<file path="src/logic/hcr_defines.vh">
`ifndef HCR_DEFINES_VH
`define HCR_DEFINES_VH

// ----------------------------------------
// register offsets on the hub serial line
// ----------------------------------------
`define HCR_OFS_IDENT 4'h2
`define HCR_OFS_EXP 4'h4
`define HCR_OFS_CHA 4'h6
`define HCR_OFS_CHB 4'h8

// ----------------------------------------
// reset values
// ----------------------------------------
`define HCR_RST_IDENT 16'h04C0
`define HCR_RST_EXP 16'h0000
`define HCR_RST_CHA 16'h0000
`define HCR_RST_CHB 16'h0000

// ----------------------------------------
// field positions and fixed masks
// ----------------------------------------
`define HCR_ID_MSB 2
`define HCR_HUB_MASK_LSB 5
`define HCR_CHAN_MASK_LSB 10
`define HCR_HUB_MASK 3'h6
`define HCR_CHAN_MASK 3'h1
`define HCR_EXP_CHA_BIT 9
`define HCR_EXP_CHB_BIT 10
`define HCR_DRIVE_MSB 6

// ----------------------------------------
// writable bits per register
// ----------------------------------------
`define HCR_WMASK_IDENT 16'h0007
`define HCR_WMASK_EXP 16'h067F
`define HCR_WMASK_CHA 16'h007F
`define HCR_WMASK_CHB 16'h007F

// ----------------------------------------
// serial frame layout and timing counts
// ----------------------------------------
`define HCR_CMD_WRITE 2'h0
`define HCR_CMD_READ 2'h1
`define HCR_CMD_DEVRST 2'h2
`define HCR_CMD_SETID 2'h3
`define HCR_HEAD_LAST 5'h08
`define HCR_DATA_LAST 5'h0F
`define HCR_IDLE_LIMIT 12'hFFF

`endif

</file>
<file path="src/logic/hcr_sync.v">
`timescale 1ns/100ps

module hcr_sync #(
	parameter WIDTH = 2
) (
	// clock, reset, enable
	input wire SYS_CLK,
	input wire RST_N,
	input wire CE,
	// pins in, synchronised out
	input wire [WIDTH-1:0] D,
	output wire [WIDTH-1:0] Q
);

	reg [WIDTH-1:0] meta;
	reg [WIDTH-1:0] stable;

	genvar i;
	generate
		for (i = 0; i < WIDTH; i = i + 1)
		begin : g_bit
			always @(posedge SYS_CLK or negedge RST_N)
			begin
				if (!RST_N)
				begin
					meta[i] <= 1'b0;
					stable[i] <= 1'b0;
				end
				else if (CE)
				begin
					meta[i] <= D[i];
					stable[i] <= meta[i];
				end
			end
		end
	endgenerate

	assign Q = stable;

endmodule

</file>
<file path="src/logic/hcr_match.v">
`timescale 1ns/100ps
`include "hcr_defines.vh"

module hcr_match (
	// clock, reset, enable
	input wire SYS_CLK,
	input wire RST_N,
	input wire CE,
	// packet from the expansion channel
	input wire PKT_VALID,
	input wire [2:0] PKT_ID,
	// hub configuration
	input wire [2:0] DEV_ID,
	input wire CHA_ON,
	input wire CHB_ON,
	// decision, registered
	output reg HIT,
	output reg CHA_HIT,
	output reg CHB_HIT
);

	// mask zero bits suppress identity bits
	function [2:0] apply_mask;
		input [2:0] ident;
		input [2:0] mask;
		begin
			apply_mask = ident & mask;
		end
	endfunction

	wire hub_eq;
	wire chan_sel;

	assign hub_eq = apply_mask(PKT_ID, `HCR_HUB_MASK) == apply_mask(DEV_ID, `HCR_HUB_MASK);
	assign chan_sel = |apply_mask(PKT_ID, `HCR_CHAN_MASK);

	always @(posedge SYS_CLK or negedge RST_N)
	begin
		if (!RST_N)
		begin
			HIT <= 1'b0;
			CHA_HIT <= 1'b0;
			CHB_HIT <= 1'b0;
		end
		else if (CE)
		begin
			HIT <= PKT_VALID & hub_eq;
			// a switched-off channel never sees traffic
			CHA_HIT <= PKT_VALID & hub_eq & ~chan_sel & CHA_ON;
			CHB_HIT <= PKT_VALID & hub_eq & chan_sel & CHB_ON;
		end
	end

endmodule

</file>
<file path="src/logic/hcr_top.v">
`timescale 1ns/100ps
`include "hcr_defines.vh"

module hcr_top (
	// clock, reset, enable
	input wire SYS_CLK,
	input wire RST_N,
	input wire CE,
	// hub serial line
	input wire SIO_SCK,
	input wire SIO_IN,
	output reg SIO_OUT,
	output reg SIO_OE,
	// expansion row packet identity
	input wire ROW_VALID,
	input wire [2:0] ROW_ID,
	// expansion column packet identity
	input wire COL_VALID,
	input wire [2:0] COL_ID,
	// addressing decisions
	output wire ROW_HIT,
	output wire ROW_CHA_HIT,
	output wire ROW_CHB_HIT,
	output wire COL_HIT,
	output wire COL_CHA_HIT,
	output wire COL_CHB_HIT,
	// configuration outputs
	output reg [2:0] HUB_ID,
	output reg [6:0] EXP_DRIVE,
	output reg CHA_ON,
	output reg [6:0] CHA_DRIVE,
	output reg CHB_ON,
	output reg [6:0] CHB_DRIVE
);

	// ----------------------------------------
	// states and masked reset values
	// ----------------------------------------
	localparam [4:0] ST_IDLE = 5'h01;
	localparam [4:0] ST_HEAD = 5'h02;
	localparam [4:0] ST_WDATA = 5'h04;
	localparam [4:0] ST_RDATA = 5'h08;
	localparam [4:0] ST_SKIP = 5'h10;
	localparam [15:0] RST_IDENT = `HCR_RST_IDENT & `HCR_WMASK_IDENT;
	localparam [15:0] RST_EXP = `HCR_RST_EXP & `HCR_WMASK_EXP;
	localparam [15:0] RST_CHA = `HCR_RST_CHA & `HCR_WMASK_CHA;
	localparam [15:0] RST_CHB = `HCR_RST_CHB & `HCR_WMASK_CHB;

	// ----------------------------------------
	// declarations
	// ----------------------------------------
	reg [4:0] state;
	reg [4:0] cnt;
	reg [7:0] head;
	reg [15:0] shift;
	reg [1:0] cur_cmd;
	reg cur_hit;
	reg [3:0] cur_addr;
	reg sck_prev;
	reg [11:0] idle_cnt;
	wire sck_s;
	wire sio_s;
	wire sck_rise;
	wire sck_fall;
	wire [8:0] head_next;
	wire [15:0] word_next;
	wire [15:0] rd_word;
	wire head_hit;

	// ----------------------------------------
	// decode helpers
	// ----------------------------------------
	function is_mapped;
		input [3:0] addr;
		begin
			case (addr)
				`HCR_OFS_IDENT: is_mapped = 1'b1;
				`HCR_OFS_EXP: is_mapped = 1'b1;
				`HCR_OFS_CHA: is_mapped = 1'b1;
				`HCR_OFS_CHB: is_mapped = 1'b1;
				default: is_mapped = 1'b0;
			endcase
		end
	endfunction

	// reserved bits are built as constant zero
	function [15:0] read_word;
		input [3:0] addr;
		input [2:0] id;
		input [6:0] exp_drv;
		input cha;
		input chb;
		input [6:0] cha_drv;
		input [6:0] chb_drv;
		begin
			read_word = 16'h0000;
			if (is_mapped(addr))
			begin
				case (addr)
					`HCR_OFS_IDENT:
					begin
						read_word[`HCR_ID_MSB:0] = id;
						read_word[`HCR_HUB_MASK_LSB+2:`HCR_HUB_MASK_LSB] = `HCR_HUB_MASK;
						read_word[`HCR_CHAN_MASK_LSB+2:`HCR_CHAN_MASK_LSB] = `HCR_CHAN_MASK;
					end
					`HCR_OFS_EXP:
					begin
						read_word[`HCR_DRIVE_MSB:0] = exp_drv;
						read_word[`HCR_EXP_CHA_BIT] = cha;
						read_word[`HCR_EXP_CHB_BIT] = chb;
					end
					`HCR_OFS_CHA: read_word[`HCR_DRIVE_MSB:0] = cha_drv;
					`HCR_OFS_CHB: read_word[`HCR_DRIVE_MSB:0] = chb_drv;
					default: read_word = 16'h0000;
				endcase
			end
		end
	endfunction

	// ----------------------------------------
	// pin synchronisers
	// ----------------------------------------
	hcr_sync #(
		.WIDTH(2)
	) u_sync (
		.SYS_CLK(SYS_CLK),
		.RST_N(RST_N),
		.CE(CE),
		.D({SIO_SCK, SIO_IN}),
		.Q({sck_s, sio_s})
	);

	assign sck_rise = sck_s & ~sck_prev;
	assign sck_fall = ~sck_s & sck_prev;
	assign head_next = {head, sio_s};
	assign word_next = {shift[14:0], sio_s};
	assign head_hit = head_next[6:4] == HUB_ID;
	assign rd_word = read_word(head_next[3:0], HUB_ID, EXP_DRIVE, CHA_ON, CHB_ON, CHA_DRIVE, CHB_DRIVE);

	// ----------------------------------------
	// serial frame engine and registers
	// ----------------------------------------
	// frame: start 1, cmd 2, id 3, addr 4, then 16 data bits msb first (none after a device reset)
	always @(posedge SYS_CLK or negedge RST_N)
	begin
		if (!RST_N)
		begin
			state <= ST_IDLE;
			cnt <= 5'h00;
			head <= 8'h00;
			shift <= 16'h0000;
			cur_cmd <= `HCR_CMD_WRITE;
			cur_hit <= 1'b0;
			cur_addr <= 4'h0;
			sck_prev <= 1'b0;
			idle_cnt <= 12'h000;
			SIO_OUT <= 1'b0;
			SIO_OE <= 1'b0;
			HUB_ID <= RST_IDENT[`HCR_ID_MSB:0];
			EXP_DRIVE <= RST_EXP[`HCR_DRIVE_MSB:0];
			CHA_ON <= RST_EXP[`HCR_EXP_CHA_BIT];
			CHB_ON <= RST_EXP[`HCR_EXP_CHB_BIT];
			CHA_DRIVE <= RST_CHA[`HCR_DRIVE_MSB:0];
			CHB_DRIVE <= RST_CHB[`HCR_DRIVE_MSB:0];
		end
		else if (CE)
		begin
			sck_prev <= sck_s;
			// a stalled host must not leave the shared line driven
			if (state == ST_IDLE || sck_rise || sck_fall)
				idle_cnt <= 12'h000;
			else
				idle_cnt <= idle_cnt + 12'h001;
			if (state != ST_IDLE && idle_cnt == `HCR_IDLE_LIMIT)
			begin
				state <= ST_IDLE;
				SIO_OE <= 1'b0;
			end
			else
			begin
				case (state)
					ST_IDLE:
					begin
						if (sck_rise && sio_s)
						begin
							state <= ST_HEAD;
							cnt <= 5'h00;
						end
					end
					ST_HEAD:
					begin
						if (sck_rise)
						begin
							head <= head_next[7:0];
							if (cnt == `HCR_HEAD_LAST)
							begin
								cnt <= 5'h00;
								cur_cmd <= head_next[8:7];
								cur_hit <= head_hit;
								cur_addr <= head_next[3:0];
								case (head_next[8:7])
									`HCR_CMD_READ:
									begin
										shift <= rd_word;
										state <= head_hit ? ST_RDATA : ST_SKIP;
									end
									`HCR_CMD_DEVRST:
									begin
										// broadcast: every hub returns to defaults
										HUB_ID <= RST_IDENT[`HCR_ID_MSB:0];
										EXP_DRIVE <= RST_EXP[`HCR_DRIVE_MSB:0];
										CHA_ON <= RST_EXP[`HCR_EXP_CHA_BIT];
										CHB_ON <= RST_EXP[`HCR_EXP_CHB_BIT];
										CHA_DRIVE <= RST_CHA[`HCR_DRIVE_MSB:0];
										CHB_DRIVE <= RST_CHB[`HCR_DRIVE_MSB:0];
										state <= ST_IDLE;
									end
									default: state <= ST_WDATA;
								endcase
							end
							else
								cnt <= cnt + 5'h01;
						end
					end
					ST_WDATA:
					begin
						if (sck_rise)
						begin
							shift <= word_next;
							if (cnt == `HCR_DATA_LAST)
							begin
								state <= ST_IDLE;
								if (cur_cmd == `HCR_CMD_SETID)
									HUB_ID <= word_next[`HCR_ID_MSB:0];
								else if (cur_hit && is_mapped(cur_addr))
								begin
									// only writable bits are stored
									case (cur_addr)
										`HCR_OFS_IDENT: HUB_ID <= word_next[`HCR_ID_MSB:0];
										`HCR_OFS_EXP:
										begin
											EXP_DRIVE <= word_next[`HCR_DRIVE_MSB:0];
											CHA_ON <= word_next[`HCR_EXP_CHA_BIT];
											CHB_ON <= word_next[`HCR_EXP_CHB_BIT];
										end
										`HCR_OFS_CHA: CHA_DRIVE <= word_next[`HCR_DRIVE_MSB:0];
										`HCR_OFS_CHB: CHB_DRIVE <= word_next[`HCR_DRIVE_MSB:0];
										default: HUB_ID <= HUB_ID;
									endcase
								end
							end
							else
								cnt <= cnt + 5'h01;
						end
					end
					ST_RDATA:
					begin
						// drive on falling edges so the host samples on rising ones
						if (sck_fall)
						begin
							SIO_OE <= 1'b1;
							SIO_OUT <= shift[15];
							shift <= {shift[14:0], 1'b0};
						end
						if (sck_rise)
						begin
							if (cnt == `HCR_DATA_LAST)
							begin
								state <= ST_IDLE;
								SIO_OE <= 1'b0;
								SIO_OUT <= 1'b0;
							end
							else
								cnt <= cnt + 5'h01;
						end
					end
					ST_SKIP:
					begin
						// another hub answers; stay off the line
						if (sck_rise)
						begin
							if (cnt == `HCR_DATA_LAST)
								state <= ST_IDLE;
							else
								cnt <= cnt + 5'h01;
						end
					end
					default:
					begin
						state <= ST_IDLE;
						SIO_OE <= 1'b0;
					end
				endcase
			end
		end
	end

	// ----------------------------------------
	// expansion packet identity match
	// ----------------------------------------
	hcr_match u_row_match (
		.SYS_CLK(SYS_CLK),
		.RST_N(RST_N),
		.CE(CE),
		.PKT_VALID(ROW_VALID),
		.PKT_ID(ROW_ID),
		.DEV_ID(HUB_ID),
		.CHA_ON(CHA_ON),
		.CHB_ON(CHB_ON),
		.HIT(ROW_HIT),
		.CHA_HIT(ROW_CHA_HIT),
		.CHB_HIT(ROW_CHB_HIT)
	);

	hcr_match u_col_match (
		.SYS_CLK(SYS_CLK),
		.RST_N(RST_N),
		.CE(CE),
		.PKT_VALID(COL_VALID),
		.PKT_ID(COL_ID),
		.DEV_ID(HUB_ID),
		.CHA_ON(CHA_ON),
		.CHB_ON(CHB_ON),
		.HIT(COL_HIT),
		.CHA_HIT(COL_CHA_HIT),
		.CHB_HIT(COL_CHB_HIT)
	);

endmodule

</file>
<file path="config.mk">
export PLATFORM = sky130hd
export DESIGN_NAME = hcr_top
export DESIGN_NICKNAME = d
export VERILOG_FILES = /design/src/logic/hcr_sync.v /design/src/logic/hcr_match.v /design/src/logic/hcr_top.v
export VERILOG_INCLUDE_DIRS = /design/src /design/src/logic
export SDC_FILE = /design/constraint.sdc
export NUM_CORES = 1
export LEC_CHECK = 0
export BUFFER_PORTS_ARGS = -buffer_cell sky130_fd_sc_hd__buf_4
export CAP_MARGIN = 20
export CORE_AREA = 2 2 108 110
export CTS_CLUSTER_DIAMETER = 150
export CTS_CLUSTER_SIZE = 25
export DETAILED_ROUTE_END_ITERATION = 10
export DIE_AREA = 0 0 110 112
export GPL_TIMING_DRIVEN = 0
export PLACE_DENSITY = 0.61
export SETUP_SLACK_MARGIN = 0.3
export SLEW_MARGIN = 40
export SYNTH_ARGS = -nofsm -noshare
export SYNTH_HDL_FRONTEND = slang
export SYNTH_HIERARCHICAL = 1
export SYNTH_SLANG_ARGS = --single-unit
</file>
<file path="constraint.sdc">
create_clock -name SYS_CLK -period 6.6 [get_ports SYS_CLK]
set_input_delay 0.99 -clock SYS_CLK [delete_from_list [all_inputs] [get_ports SYS_CLK]]
set_output_delay 0.99 -clock SYS_CLK [all_outputs]
set_load 0.1 [all_outputs]
</file>
After elaboration in Yosys (flattened, before gate mapping)
Cells that the tools add are included.
{"block": "word_totals", "regBits": 92, "wordCells": 205, "input_bits": 13, "out_inout_bits": 34}
{"block": "classes", "bitwise": 17, "n_eq_ne": 46, "n_reduce_logical": 23, "muxes": 90, "add_sub_neg": 2}
{"op": "7-bit two-way mux", "n": 18}
{"op": "16-bit two-way mux", "n": 5}
{"op": "5-bit two-way mux", "n": 12}
{"op": "16-bit case mux with 3 select lines", "n": 1}
{"op": "7-bit case mux with 2 select lines", "n": 3}
{"op": "11-bit AND reduction", "n": 3}
{"op": "1-bit two-way mux", "n": 30}
{"op": "5-bit case mux with 3 select lines", "n": 2}
{"op": "3-bit two-way mux", "n": 8}
{"op": "2-bit inequality test (second input constant)", "n": 9}
{"op": "4-bit by 3-bit == test with 1-bit output (second input constant)", "n": 4}
{"op": "5-bit by 4-bit == test with 1-bit output (second input constant)", "n": 3}
{"op": "2-bit by 1-bit inequality test with 1-bit output (second input constant)", "n": 7}
{"op": "12-bit by 1-bit adder with 12-bit output (second input constant)", "n": 1}
{"op": "1-bit bitwise AND", "n": 12}
{"op": "12-bit == test (second input constant)", "n": 1}
{"op": "12-bit two-way mux", "n": 1}
{"op": "3-bit case mux with 4 select lines", "n": 1}
{"op": "4-bit OR reduction", "n": 3}
{"op": "11-bit two-way mux", "n": 1}
{"op": "5-bit case mux with 2 select lines", "n": 1}
{"op": "10-bit AND reduction", "n": 1}
{"op": "3-bit by 1-bit inequality test with 1-bit output (second input constant)", "n": 3}
{"op": "3-bit inequality test (second input constant)", "n": 3}
{"op": "30 further kinds", "n": 45}

Depth between registers and ports, before layout
Gate-level depths: netlist (run 1).
{"block": "logic_depth", "word_depth": 15, "depth_mapped": 9}

Modules after synthesis
The synthesis (run 1) kept the hierarchy.
{"mod": "hcr_top", "instances": 1, "cells_each": 416, "seq_area_each_um2": 2053.2, "area_per_inst_um2": 4438.0}
{"mod": "hcr_match", "instances": 2, "cells_each": 14, "seq_area_each_um2": 75.1, "area_per_inst_um2": 145.1}
{"mod": "hcr_sync", "instances": 1, "cells_each": 8, "seq_area_each_um2": 100.1, "area_per_inst_um2": 145.1}

Worst setup path after synthesis (run 1)
OpenSTA, ideal clock, no wires.
{"block": "synth_path", "kind": "register -> register", "startpoint": "register state[0]", "endpoint": "register shift[10]", "t_arrival_ns": 2.341, "slack_ns": 4.134, "stages_incl_launch_ff": 8, "path_cell_list": "dfstp_2 > buf_2 > or4b_4 > nor2_4 > o21ai_4 > a211oi_4 > buf_6 > mux2_4"}
{"block": "synth_via", "elab_chain_len": 4}
{"element": "start, declared", "line": "hcr_top.v:52", "source": "reg [4:0] state;"}
{"element": "start signal, assigned", "line": "hcr_top.v:205", "source": "state <= head_hit ? ST_RDATA : ST_SKIP;"}
{"element": "branches (longest 4 deep; another with 8-bit AND reduction)"}
{"element": "end signal, assigned", "line": "hcr_top.v:204", "source": "shift <= rd_word;"}
{"element": "end signal, assigned", "line": "hcr_top.v:229", "source": "shift <= word_next;"}
{"element": "end signal, assigned", "line": "hcr_top.v:263", "source": "shift <= {shift[14:0], 1'b0};"}
{"element": "end, declared", "line": "hcr_top.v:55", "source": "reg [15:0] shift;"}
Parallel ways; which one is timed is not known.
A chain may end at the register's enable or synchronous reset.

Worst setup path after layout (run 1)
{"block": "layout_path", "startpoint": "register state[4]", "endpoint": "register HUB_ID[0]"}
{"block": "layout_via", "elab_chain_len": 4}
{"element": "branches (longest 4 deep; another with 10-bit AND reduction)"}
{"element": "end signal, assigned", "line": "hcr_top.v:159", "source": "HUB_ID <= RST_IDENT[`HCR_ID_MSB:0];"}
{"element": "end signal, assigned", "line": "hcr_top.v:210", "source": "HUB_ID <= RST_IDENT[`HCR_ID_MSB:0];"}
{"element": "end signal, assigned", "line": "hcr_top.v:234", "source": "HUB_ID <= word_next[`HCR_ID_MSB:0];"}
{"element": "end, declared", "line": "hcr_top.v:28", "source": "output reg [2:0] HUB_ID,"}
Parallel ways; which one is timed is not known.

==> results of run 1 <==
-- worst max path at each step --
stage               startpoint  cells after the start        end
finish                state[4]                      6  HUB_ID[0]
global route          state[4]                      6  HUB_ID[0]
CTS                   state[4]                      6  HUB_ID[0]
detailed placement          CE                      6   shift[9]
global placement            CE                      6  shift[10]
floorplan             state[0]                      7  shift[10]
-- flip-flops by register name (all words and copies together), names as in the netlist, 3 cells and up --
signal     count
CHB_DRIVE      7
CHA_DRIVE      7
state          5
EXP_DRIVE      7
HUB_ID         3
idle_cnt      12
cur_addr       4
cnt            5
shift         16
head           8
-- cell families (layout without fill, tap and decap cells) --
family,after synthesis,count (layout),synth area share [%]
xor gates and xnor gates,19,19,3.415
DFF,92,92,47.27
AOI/OAI and AO/OA,82,82,13.30
buffers and inverters,49,108,4.185
muxes,65,65,14.89
adders and majority gates,7,7,1.797
and+or+nand+nor,138,138,15.15
-- power by group --
part	switching, mW	internal (mW)	leakage (nW)
clock	0.207	0.288	0.132
combinational	0.250	0.150	1.25
sequential	0.0493	0.618	1.22
-- cell usage after synthesis (10+ instances only) --
library cell              count
sky130_fd_sc_hd__buf_2       10
sky130_fd_sc_hd__mux2i_1     14
sky130_fd_sc_hd__and3_1      11
sky130_fd_sc_hd__dfrtp_1     91
sky130_fd_sc_hd__nand2_1     37
sky130_fd_sc_hd__mux2_2      48
sky130_fd_sc_hd__o21ai_0     21
sky130_fd_sc_hd__xor2_1      10
sky130_fd_sc_hd__nor2_1      28
sky130_fd_sc_hd__inv_1       28
-- area by class of cell --
cell class | instances | area, sq um
Multi-Input combinational cell | 311 | 2372
Tap cell | 143 | 178.9
Clock inverter | 2 | 38.79
Clock buffer | 11 | 232.7
Buffer | 21 | 98.84
Inverter | 28 | 105.1
Fill cell | 1040 | 5493
Sequential cell | 92 | 2303
Timing Repair Buffer | 46 | 351.6
-- layout by cell type, fill, tap and decap left out, types with 9 or more instances in the layout --
master | Yosys | final
sky130_fd_sc_hd__mux2i_1 | 14 | 14
sky130_fd_sc_hd__xnor2_1 | 9 | 9
sky130_fd_sc_hd__mux2_2 | 48 | 48
sky130_fd_sc_hd__clkbuf_1 | 9 | 11
sky130_fd_sc_hd__inv_1 | 28 | 28
sky130_fd_sc_hd__nor2_1 | 28 | 28
sky130_fd_sc_hd__buf_4 | 0 | 45
sky130_fd_sc_hd__buf_2 | 10 | 10
sky130_fd_sc_hd__clkbuf_16 | 0 | 9
sky130_fd_sc_hd__and3_1 | 11 | 11
sky130_fd_sc_hd__dfrtp_1 | 91 | 91
sky130_fd_sc_hd__nor3_1 | 9 | 9
sky130_fd_sc_hd__nand2_1 | 37 | 37
sky130_fd_sc_hd__xor2_1 | 10 | 10
sky130_fd_sc_hd__a22o_1 | 9 | 9
sky130_fd_sc_hd__o21ai_0 | 21 | 21
-- routing by layer --
metal,vias up,GRT usage (%),wire (microns)
met5,-,0,0
met4,0,8.354,267
met3,19,3.864,353
met2,54,31.25,5479
met1,1805,26.72,5208
li1,1728,-,-
==> impl_results.html, run 1 <==
<table>
<tr><th>Metric</th><th>Value</th></tr>
<tr><th colspan="2">Worst setup path</th></tr>
<tr><td>CP Data Required Time</td><td>~6.8 ns</td></tr>
<tr><td>Sort of element at the start of the critical path</td><td>flip-flop</td></tr>
<tr><td>Worst stage delay on the critical path</td><td>between 0.7 and 0.8 ns</td></tr>
<tr><td>Max FO, Critical Path</td><td>10</td></tr>
<tr><td>Max stage delay cell, worst path</td><td>sky130_fd_sc_hd__a311oi_1</td></tr>
<tr><td>Type of the worst setup path</td><td>reg2reg</td></tr>
<tr><td>Launching point of the worst reg2reg path</td><td>state[4]</td></tr>
<tr><td>Worst Path Arrival</td><td>3.11 ns</td></tr>
<tr><td>WP buf/inv</td><td>2</td></tr>
<tr><td>Crit end category</td><td>flip-flop</td></tr>
<tr><td>Endpoint of the most critical register-to-register path</td><td>HUB_ID[0]</td></tr>
<tr><td>Worst reg2reg path depth</td><td>6</td></tr>
<tr><td>Family with the most delay on the worst path</td><td>compound AO/OA/AOI/OAI gates</td></tr>
<tr><td>R2r setup slk</td><td>roughly 3.7 ns</td></tr>
<tr><td>Chain of cells forming the critical path</td><td>buf_2 -&gt; nor3_1 -&gt; clkbuf_1 -&gt; o221ai_2 -&gt; a311oi_1 -&gt; mux2_2</td></tr>
<tr><th colspan="2">STA</th></tr>
<tr><td>Max transition margin</td><td>46.21%</td></tr>
<tr><td>Number of slew-limit violations in the final report</td><td>0</td></tr>
<tr><td>Setup-violating endpoint count in the final report</td><td>0</td></tr>
<tr><td>Hold slack</td><td>0.5098 ns</td></tr>
<tr><td>Transition time at the pin with the least slew margin</td><td>between 0.8 and 0.9 ns</td></tr>
<tr><td>RSZ-0062 raised after global routing</td><td>false</td></tr>
<tr><td>Final Worst Setup Slack</td><td>3.722 ns</td></tr>
<tr><td>Clk_skew</td><td>between 0.003 and 0.004 ns</td></tr>
<tr><td>Maximum clock rate</td><td>347.5 MHz</td></tr>
<tr><td>Setup TNS</td><td>0 ns</td></tr>
<tr><td>Final worst path period share</td><td>roughly 44%</td></tr>
<tr><td>Final min period</td><td>between 2 and 3 ns</td></tr>
<tr><td>Fin. Hold Viols</td><td>0</td></tr>
<tr><th colspan="2">Clock network</th></tr>
<tr><td>Htree depth</td><td>3</td></tr>
<tr><td>Num CTS Buffers</td><td>9</td></tr>
<tr><td>Post-CTS Hold Fix Bufs</td><td>0</td></tr>
<tr><td>Insertion delay to the later sink of the worst-skew pair</td><td>0.34 ns</td></tr>
<tr><td>Clk buf depth</td><td>2</td></tr>
<tr><td>Setup Buffers After CTS</td><td>0</td></tr>
<tr><td>Clock transition at the registers of the reported paths</td><td>~0.060 ns</td></tr>
<tr><td>Number of cells upsized or downsized after cts</td><td>0</td></tr>
<tr><td>Master cell of the clock root buffer</td><td>sky130_fd_sc_hd__clkbuf_16</td></tr>
<tr><td>CTS tree</td><td>done</td></tr>
<tr><td># clock sinks</td><td>92</td></tr>
<tr><th colspan="2">Status</th></tr>
<tr><td>Status</td><td>finished, final reports clean</td></tr>
<tr><th colspan="2">Floorplan</th></tr>
<tr><td>Number of core rows</td><td>39</td></tr>
<tr><td>Die Footprint</td><td>roughly 12000 sq um</td></tr>
<tr><td>Die boundary width</td><td>around 110 microns</td></tr>
<tr><td>Die outline height</td><td>roughly 110 microns</td></tr>
<tr><td>Number of primary I/O pins</td><td>47</td></tr>
<tr><td>Effective utilization at floorplan</td><td>43.61%</td></tr>
<tr><td>Placeable Area</td><td>roughly 11000 sq um</td></tr>
<tr><th colspan="2">Job</th></tr>
<tr><td>Total of max-cap violations</td><td>0</td></tr>
<tr><th colspan="2">Drt</th></tr>
<tr><td>Number of vias per cell after detailed routing</td><td>between 5 and 6</td></tr>
<tr><td>DRC violation count after routing</td><td>0</td></tr>
<tr><td>Post-DR wirelength/cell</td><td>between 15 and 20 microns</td></tr>
<tr><td>Violation count after the first detailed-route iteration</td><td>between 150 and 200</td></tr>
<tr><td>Sum of routed wire length over all layers</td><td>11310 microns</td></tr>
<tr><td>Total vias in the final route</td><td>~3600</td></tr>
<tr><td>DR pass1 iterations</td><td>4</td></tr>
<tr><td>Number of nets still failing antenna checks after routing</td><td>0</td></tr>
<tr><th colspan="2">Placement</th></tr>
<tr><td>Placement Setup Slack</td><td>around 3.7 ns</td></tr>
<tr><td>Number of placed cells counting well taps</td><td>around 640</td></tr>
<tr><td>GP Congestion</td><td>between 0.9 and 1</td></tr>
<tr><td>IO Port Bufs</td><td>46</td></tr>
<tr><td>Post-DP HPWL</td><td>7846 microns</td></tr>
<tr><td>Total cell area at the placement stage</td><td>approximately 5400 sq um</td></tr>
<tr><th colspan="2">Hold path</th></tr>
<tr><td>Number of instances on the worst hold path</td><td>1</td></tr>
<tr><td>Worst hold path type</td><td>reg2reg</td></tr>
<tr><td>Worst min-delay path endpoint</td><td>cur_addr[0]</td></tr>
<tr><td>Worst min-delay path startpoint</td><td>cur_addr[0]</td></tr>
<tr><th colspan="2">Pwr</th></tr>
<tr><td>Worst IR Drop VDD</td><td>roughly 0.16 mV</td></tr>
<tr><td>Power density over the cells</td><td>274.9 nW/um^2</td></tr>
<tr><td>P_leak</td><td>~2.6 nW</td></tr>
<tr><td>Power after layout</td><td>approximately 1.6 mW</td></tr>
<tr><th colspan="2">Finish</th></tr>
<tr><td>Total Nets Final</td><td>about 530</td></tr>
<tr><td>Number of antenna diodes</td><td>0</td></tr>
<tr><td>Area grow syn2layout</td><td>16.59%</td></tr>
<tr><td>Final core occ</td><td>50.85%</td></tr>
<tr><td>Design area</td><td>roughly 5700 sq um</td></tr>
<tr><td>Fraction of layout cells with a size suffix above 1</td><td>26.81%</td></tr>
<tr><td>Final cell count without fillers</td><td>around 650</td></tr>
<tr><th colspan="2">Yosys</th></tr>
<tr><td>Mapped Avg Cell Area</td><td>about 11 sq um</td></tr>
<tr><td>Yosys Warn Count</td><td>6</td></tr>
<tr><td>Cells taking the most area after synthesis</td><td>sky130_fd_sc_hd__dfrtp_1 47%, sky130_fd_sc_hd__mux2_2 11%, sky130_fd_sc_hd__mux2i_1 2.9%</td></tr>
<tr><td>Share of the yosys chip area belonging to registers</td><td>47.27%</td></tr>
<tr><td>Yosys top cell by area</td><td>sky130_fd_sc_hd__dfrtp_1</td></tr>
<tr><td>Top flip-flop cell by instance count after synthesis</td><td>sky130_fd_sc_hd__dfrtp_1</td></tr>
<tr><td>Count of different cell masters after synthesis</td><td>63</td></tr>
<tr><td>Post-synthesis instance area</td><td>a little under 5000 sq um</td></tr>
<tr><td>Asr flop ratio synth</td><td>100.0%</td></tr>
<tr><td>Share of the synthesized area in the top cell type</td><td>~47%</td></tr>
<tr><td>EDFF count, synth</td><td>0</td></tr>
<tr><td>Synthesized Nets</td><td>about 470</td></tr>
<tr><td>Flop and latch count out of synthesis</td><td>92</td></tr>
<tr><td>Synth Instances</td><td>approximately 450</td></tr>
<tr><th colspan="2">Global route</th></tr>
<tr><td>First-pass GRT wire length</td><td>~19000 microns</td></tr>
<tr><td>Initial antenna violation count</td><td>0</td></tr>
<tr><td>Via count of the first global-routing pass</td><td>approximately 3700</td></tr>
<tr><td>Remaining global-route overflow</td><td>0</td></tr>
<tr><td>Global routing usage summed across all routing layers</td><td>roughly 20%</td></tr>
<tr><td>Pin count of the biggest net entering global routing</td><td>93</td></tr>
</table>
Power figures use the tool's default switching activity.
==> run 2: changes to the inputs <==
--- a/config.mk
+++ b/config.mk
@@ -6,13 +6,14 @@
 export SDC_FILE = /design/constraint.sdc
 export NUM_CORES = 1
 export LEC_CHECK = 0
+export ABC_AREA = 1
 export BUFFER_PORTS_ARGS = -buffer_cell sky130_fd_sc_hd__buf_4
 export CAP_MARGIN = 20
-export CORE_AREA = 2 2 108 110
+export CORE_AREA = 2 2 109 111
 export CTS_CLUSTER_DIAMETER = 150
 export CTS_CLUSTER_SIZE = 25
 export DETAILED_ROUTE_END_ITERATION = 10
-export DIE_AREA = 0 0 110 112
+export DIE_AREA = 0 0 111 113
 export GPL_TIMING_DRIVEN = 0
 export PLACE_DENSITY = 0.61
 export SETUP_SLACK_MARGIN = 0.3
==> constraint.sdc (replaced) <==
create_clock -name SYS_CLK -period 2.8 [get_ports SYS_CLK]
set_input_delay 0.42 -clock SYS_CLK [delete_from_list [all_inputs] [get_ports SYS_CLK]]
set_output_delay 0.42 -clock SYS_CLK [all_outputs]
set_load 0.1 [all_outputs]
==> run 2 against run 1 <==
First-iteration DRC count is 110% higher. Total power grew to 2.7 times the previous value. Critical endpoint is now CHB_DRIVE[2]. Clock skew up 0.0055 ns. Highest routed layer unchanged. Largest power group unchanged.
==> impl_results.html, run 2 <==
<table>
<tr><th>Metric</th><th>Value</th></tr>
<tr><th colspan="2">Drt</th></tr>
<tr><td>DR pass1 iterations</td><td>5 (+1)</td></tr>
<tr><td>Violation count after the first detailed-route iteration</td><td>368 (+110%)</td></tr>
<tr><td>Total vias in the final route</td><td>4531 (+26%)</td></tr>
<tr><td>Sum of routed wire length over all layers</td><td>12440 microns (+10%)</td></tr>
<tr><td>Post-DR wirelength/cell</td><td>14.35 microns (-17%)</td></tr>
<tr><td>DRC violation count after routing</td><td>0 (unchanged)</td></tr>
<tr><td>Number of vias per cell after detailed routing</td><td>5.226 (-5.2%)</td></tr>
<tr><td>Number of nets still failing antenna checks after routing</td><td>0 (unchanged)</td></tr>
<tr><th colspan="2">Yosys</th></tr>
<tr><td>Synthesized Nets</td><td>680 (+44%)</td></tr>
<tr><td>Top flip-flop cell by instance count after synthesis</td><td>sky130_fd_sc_hd__dfrtp_1</td></tr>
<tr><td>Count of different cell masters after synthesis</td><td>40 (-37%)</td></tr>
<tr><td>Flop and latch count out of synthesis</td><td>92 (unchanged)</td></tr>
<tr><td>Share of the synthesized area in the top cell type</td><td>45.59% (-1.1 points)</td></tr>
<tr><td>Commonest cells in the synthesized netlist</td><td>233 x sky130_fd_sc_hd__nand2_1, 91 x sky130_fd_sc_hd__dfrtp_1, 67 x sky130_fd_sc_hd__inv_1</td></tr>
<tr><td>Yosys Warn Count</td><td>6 (unchanged)</td></tr>
<tr><td>Yosys top cell by area</td><td>sky130_fd_sc_hd__dfrtp_1</td></tr>
<tr><td>Asr flop ratio synth</td><td>100.0% (unchanged)</td></tr>
<tr><td>Synth Instances</td><td>660 (+46%)</td></tr>
<tr><td>Mapped Avg Cell Area</td><td>7.568 sq um (-30%)</td></tr>
<tr><td>Most common cell in the netlist</td><td>sky130_fd_sc_hd__nand2_1</td></tr>
<tr><td>Share of the yosys chip area belonging to registers</td><td>46.12% (-1.1 points)</td></tr>
<tr><td>Post-synthesis instance area</td><td>4995 sq um (+2.5%)</td></tr>
<tr><td>EDFF count, synth</td><td>0 (unchanged)</td></tr>
<tr><td>Cells taking the most area after synthesis</td><td>sky130_fd_sc_hd__dfrtp_1 46%, sky130_fd_sc_hd__nand2_1 18%, sky130_fd_sc_hd__nand3_1 6.4%</td></tr>
<tr><th colspan="2">Pwr</th></tr>
<tr><td>Cell-internal power</td><td>2.584 mW (+140%)</td></tr>
<tr><td>Clock share of power</td><td>28.6% (-3.1 points)</td></tr>
<tr><td>Portion of total power attributed to combinational logic</td><td>34.1% (+8.5 points)</td></tr>
<tr><td>P_leak</td><td>3.006 nW (+16%)</td></tr>
<tr><td>Net switching power</td><td>1.689 mW (+230%)</td></tr>
<tr><td>Switching part of the total</td><td>39.53% (+7.1 points)</td></tr>
<tr><td>Worst IR Drop VDD</td><td>0.5972 mV (+260%)</td></tr>
<tr><td>Sequential share of power</td><td>37.3% (-5.4 points)</td></tr>
<tr><td>Power density over the cells</td><td>731.9 nW/um^2 (+170%)</td></tr>
<tr><th colspan="2">Finish</th></tr>
<tr><td>Final cell count without fillers</td><td>867 (+33%)</td></tr>
<tr><td>Biggest regs</td><td>shift: 16 flops, idle_cnt: 12 flops, head: 8 flops</td></tr>
<tr><td>Flip-flop count of the largest register, all copies and words added</td><td>16 (unchanged)</td></tr>
<tr><td>Number of antenna diodes</td><td>0 (unchanged)</td></tr>
<tr><td>Most common cell after layout, fill and taps aside</td><td>sky130_fd_sc_hd__nand2_1</td></tr>
<tr><td>Total Nets Final</td><td>739 (+40%)</td></tr>
<tr><td>Commonest non-fill, non-tap cells in the layout</td><td>233 x sky130_fd_sc_hd__nand2_1, 91 x sky130_fd_sc_hd__dfrtp_1, 67 x sky130_fd_sc_hd__inv_1, 64 x sky130_fd_sc_hd__nand3_1, 50 x sky130_fd_sc_hd__nor2_1</td></tr>
<tr><td>Area grow syn2layout</td><td>16.88%</td></tr>
<tr><td>Design area</td><td>5838 sq um (+2.8%)</td></tr>
<tr><td>Fraction of layout cells with a size suffix above 1</td><td>14.92% (-12 points)</td></tr>
<tr><td>Largest register by flop count</td><td>shift</td></tr>
<tr><td>Layout filler cell count</td><td>1072 (+3.1%)</td></tr>
<tr><th colspan="2">Global route</th></tr>
<tr><td>Pin count of the biggest net entering global routing</td><td>93 (unchanged)</td></tr>
<tr><td>Via count of the first global-routing pass</td><td>4254 (+14%)</td></tr>
<tr><td>Remaining global-route overflow</td><td>0 (unchanged)</td></tr>
<tr><td>Global routing usage summed across all routing layers</td><td>20.81% (+0.91 points)</td></tr>
<tr><td>Initial antenna violation count</td><td>0 (unchanged)</td></tr>
<tr><td>First-pass GRT wire length</td><td>20970 microns (+10%)</td></tr>
<tr><th colspan="2">Hold path</th></tr>
<tr><td>Worst hold path type</td><td>in2async</td></tr>
<tr><th colspan="2">STA</th></tr>
<tr><td>Maximum clock rate</td><td>434.8 MHz (+25%)</td></tr>
<tr><td>Setup-violating endpoint count in the final report</td><td>0 (unchanged)</td></tr>
<tr><td>Fin. Hold Viols</td><td>0 (unchanged)</td></tr>
<tr><td>Transition time at the pin with the least slew margin</td><td>0.7091 ns (-0.09237 ns)</td></tr>
<tr><td>Number of slew-limit violations in the final report</td><td>0 (unchanged)</td></tr>
<tr><td>Final worst path period share</td><td>82.14% (+39 points)</td></tr>
<tr><td>RSZ-0062 raised after global routing</td><td>false</td></tr>
<tr><td>Clk_skew</td><td>0.009003 ns (+0.005518 ns)</td></tr>
<tr><td>Max transition margin</td><td>52.73% (+6.5 points)</td></tr>
<tr><td>Setup TNS</td><td>0 ns (unchanged)</td></tr>
<tr><td>Final Worst Setup Slack</td><td>0.5002 ns (-3.222 ns)</td></tr>
<tr><td>Final min period</td><td>2.300 ns (-0.5780 ns)</td></tr>
<tr><th colspan="2">Clock network</th></tr>
<tr><td># clock sinks</td><td>92 (unchanged)</td></tr>
<tr><td>Insertion delay to the later sink of the worst-skew pair</td><td>0.35 ns (about the same)</td></tr>
<tr><td>Htree depth</td><td>3 (unchanged)</td></tr>
<tr><td>Master cell of the clock root buffer</td><td>sky130_fd_sc_hd__clkbuf_16</td></tr>
<tr><td>Clk buf depth</td><td>2 (unchanged)</td></tr>
<tr><td>Number of cells upsized or downsized after cts</td><td>0 (unchanged)</td></tr>
<tr><td>CTS tree</td><td>done</td></tr>
<tr><td>Num CTS Buffers</td><td>9 (unchanged)</td></tr>
<tr><td>Clock transition at the registers of the reported paths</td><td>0.06 ns (about the same)</td></tr>
<tr><th colspan="2">Floorplan</th></tr>
<tr><td>Die Footprint</td><td>12540 sq um (+1.8%)</td></tr>
<tr><td>Effective utilization at floorplan</td><td>44.31% (+0.70 points)</td></tr>
<tr><td>Placeable Area</td><td>11270 sq um (+0.87%)</td></tr>
<tr><td>Number of primary I/O pins</td><td>47 (unchanged)</td></tr>
<tr><td>Die outline height</td><td>113 microns (+0.89%)</td></tr>
<tr><td>Number of core rows</td><td>39 (unchanged)</td></tr>
<tr><td>Die boundary width</td><td>111 microns (+0.91%)</td></tr>
<tr><th colspan="2">Worst setup path</th></tr>
<tr><td>Worst stage delay on the critical path</td><td>0.42 ns (-0.33 ns)</td></tr>
<tr><td>Sort of element at the start of the critical path</td><td>flip-flop</td></tr>
<tr><td>Worst Path Arrival</td><td>2.54 ns (-0.57 ns)</td></tr>
<tr><td>CP Data Required Time</td><td>3.04 ns (-3.79 ns)</td></tr>
<tr><td>Chain of cells forming the critical path</td><td>inv_1 -&gt; ha_1 -&gt; nand2_1 -&gt; inv_1 -&gt; nand3_1 -&gt; nand2_1 -&gt; nand3_2 -&gt; nor3_4 -&gt; nand2_2 -&gt; nand2_1 -&gt; nand2_1</td></tr>
<tr><td>Crit end category</td><td>flip-flop</td></tr>
<tr><td>Type of the worst setup path</td><td>reg2reg</td></tr>
<tr><td>Max stage delay cell, worst path</td><td>sky130_fd_sc_hd__dfrtp_1</td></tr>
<tr><td>Max FO, Critical Path</td><td>8 (-2)</td></tr>
<tr><td>Cell repeated most along the worst path</td><td>sky130_fd_sc_hd__nand2_1</td></tr>
<tr><th colspan="2">Placement</th></tr>
<tr><td>Total cell area at the placement stage</td><td>5527 sq um (+2.3%)</td></tr>
<tr><td>Post-DP HPWL</td><td>8996 microns (+15%)</td></tr>
<tr><td>Placement Setup Slack</td><td>0.5176 ns (-3.203 ns)</td></tr>
<tr><td>Number of placed cells counting well taps</td><td>849 (+32%)</td></tr>
<tr><td>IO Port Bufs</td><td>46 (unchanged)</td></tr>
<tr><td>GP Congestion</td><td>0.8490 (-5.8%)</td></tr>
<tr><th colspan="2">Job</th></tr>
<tr><td>Total of max-cap violations</td><td>0 (unchanged)</td></tr>
<tr><th colspan="2">Status</th></tr>
<tr><td>Status</td><td>finished, final reports clean</td></tr>
</table>
==> run 2: changes by cell type in the layout (fill, tap and decap cells not counted), sizes merged, moves of 8 or more <==
cell | previous run | this run
mux2 | 51 | 0
nand2 | 37 | 239
a21oi | 6 | 17
nand3 | 5 | 74
inv | 28 | 73
mux2i | 14 | 0
a22o | 9 | 1
nor2 | 29 | 57
xor2 | 10 | 2
and3 | 11 | 0
nand4 | 6 | 25
o21ai | 22 | 39
==> run 2: worst max-delay path: cells and delay by family, from the launching register on <==
family	cells	cell delay (ns)
buf+inv	2	0.15
fa+ha+maj	1	0.14
flops	1	0.42
simple gates	8	1.48
==> run 2: repair_timing <==
item	CTS	global route
setup buffers	0	2
hold buffers	0	0
setup endpoints to repair	0	1
==> run 2: layer usage <==
| layer | GRT usage, % | routed length (microns) |
|---|---|---|
| met5 | 0 | 0 |
| met4 | 5.583 | 111 |
| met3 | 4.606 | 626 |
| met2 | 32.19 | 5665 |
| met1 | 29.84 | 6037 |
==> run 2: metrics by stage <==
| step | power [mW] | utilization (%) | hold WS, ns |
|---|---|---|---|
| detailed placement | 3.029 | 49.03 | 0.4635 |
| CTS | 4.277 | 51.66 | 0.1173 |
| global placement | 3.008 | 48.96 | 0.4575 |
| global route | 4.536 | 51.79 | 0.1409 |
| finish | 4.273 | 51.79 | 0.06814 |
| floorplan | 2.637 | - | 0.1244 |
==> run 2: power by group through the flow <==
stage	registers (mW)	logic [mW]	clock network [mW]
floorplan	1.70	0.940	0
global placement	1.61	1.40	0
detailed placement	1.61	1.42	0
CTS	1.59	1.42	1.26
global route	1.61	1.61	1.31
finish	1.59	1.46	1.22
==> run 2: area by class of cell <==
| class | instances | area (sq um) | share of cell area [%] |
|---|---|---|---|
| Timing Repair Buffer | 48 | 367.9 | 6.301 |
| Sequential cell | 92 | 2303 | 39.46 |
| Clock buffer | 13 | 250.2 | 4.286 |
| Multi-Input combinational cell | 482 | 2347 | 40.21 |
| Tap cell | 143 | 178.9 | 3.065 |
| Buffer | 12 | 66.31 | 1.136 |
| Inverter | 74 | 277.8 | 4.758 |
| Clock inverter | 3 | 46.29 | 0.7930 |
==> run 2: cells by family (layout without fill, tap and decap cells) <==
family                   count (synthesis)  in the layout  synth area share (%)
flip-flops                              92             92                 46.12
XOR/XNOR                                 7              7                 1.227
buffers and inverters                   86            150                 6.888
AO/OA/AOI/OAI                           63             63                 7.090
AND/OR/NAND/NOR                        405            405                 36.92
adder cells (fa/ha/maj)                  7              7                 1.753
==> run 2: path summary, 6_finish.rpt <==
check | start | endpoint | slack (ns) | cells after the start
min in group SYS_CLK | SIO_SCK | u_sync/meta[1] | 0.28 | 3
max in group asynchronous | RST_N | shift[15] | 2.20 | 1
max | cnt[0] | CHB_DRIVE[2] | 0.50 | 11
max reg2reg | cnt[0] | CHB_DRIVE[2] | 0.50 | 11
min | RST_N | idle_cnt[3] | 0.07 | 1
min reg2reg | u_sync/meta[1] | u_sync/meta[1] | 0.48 | 2
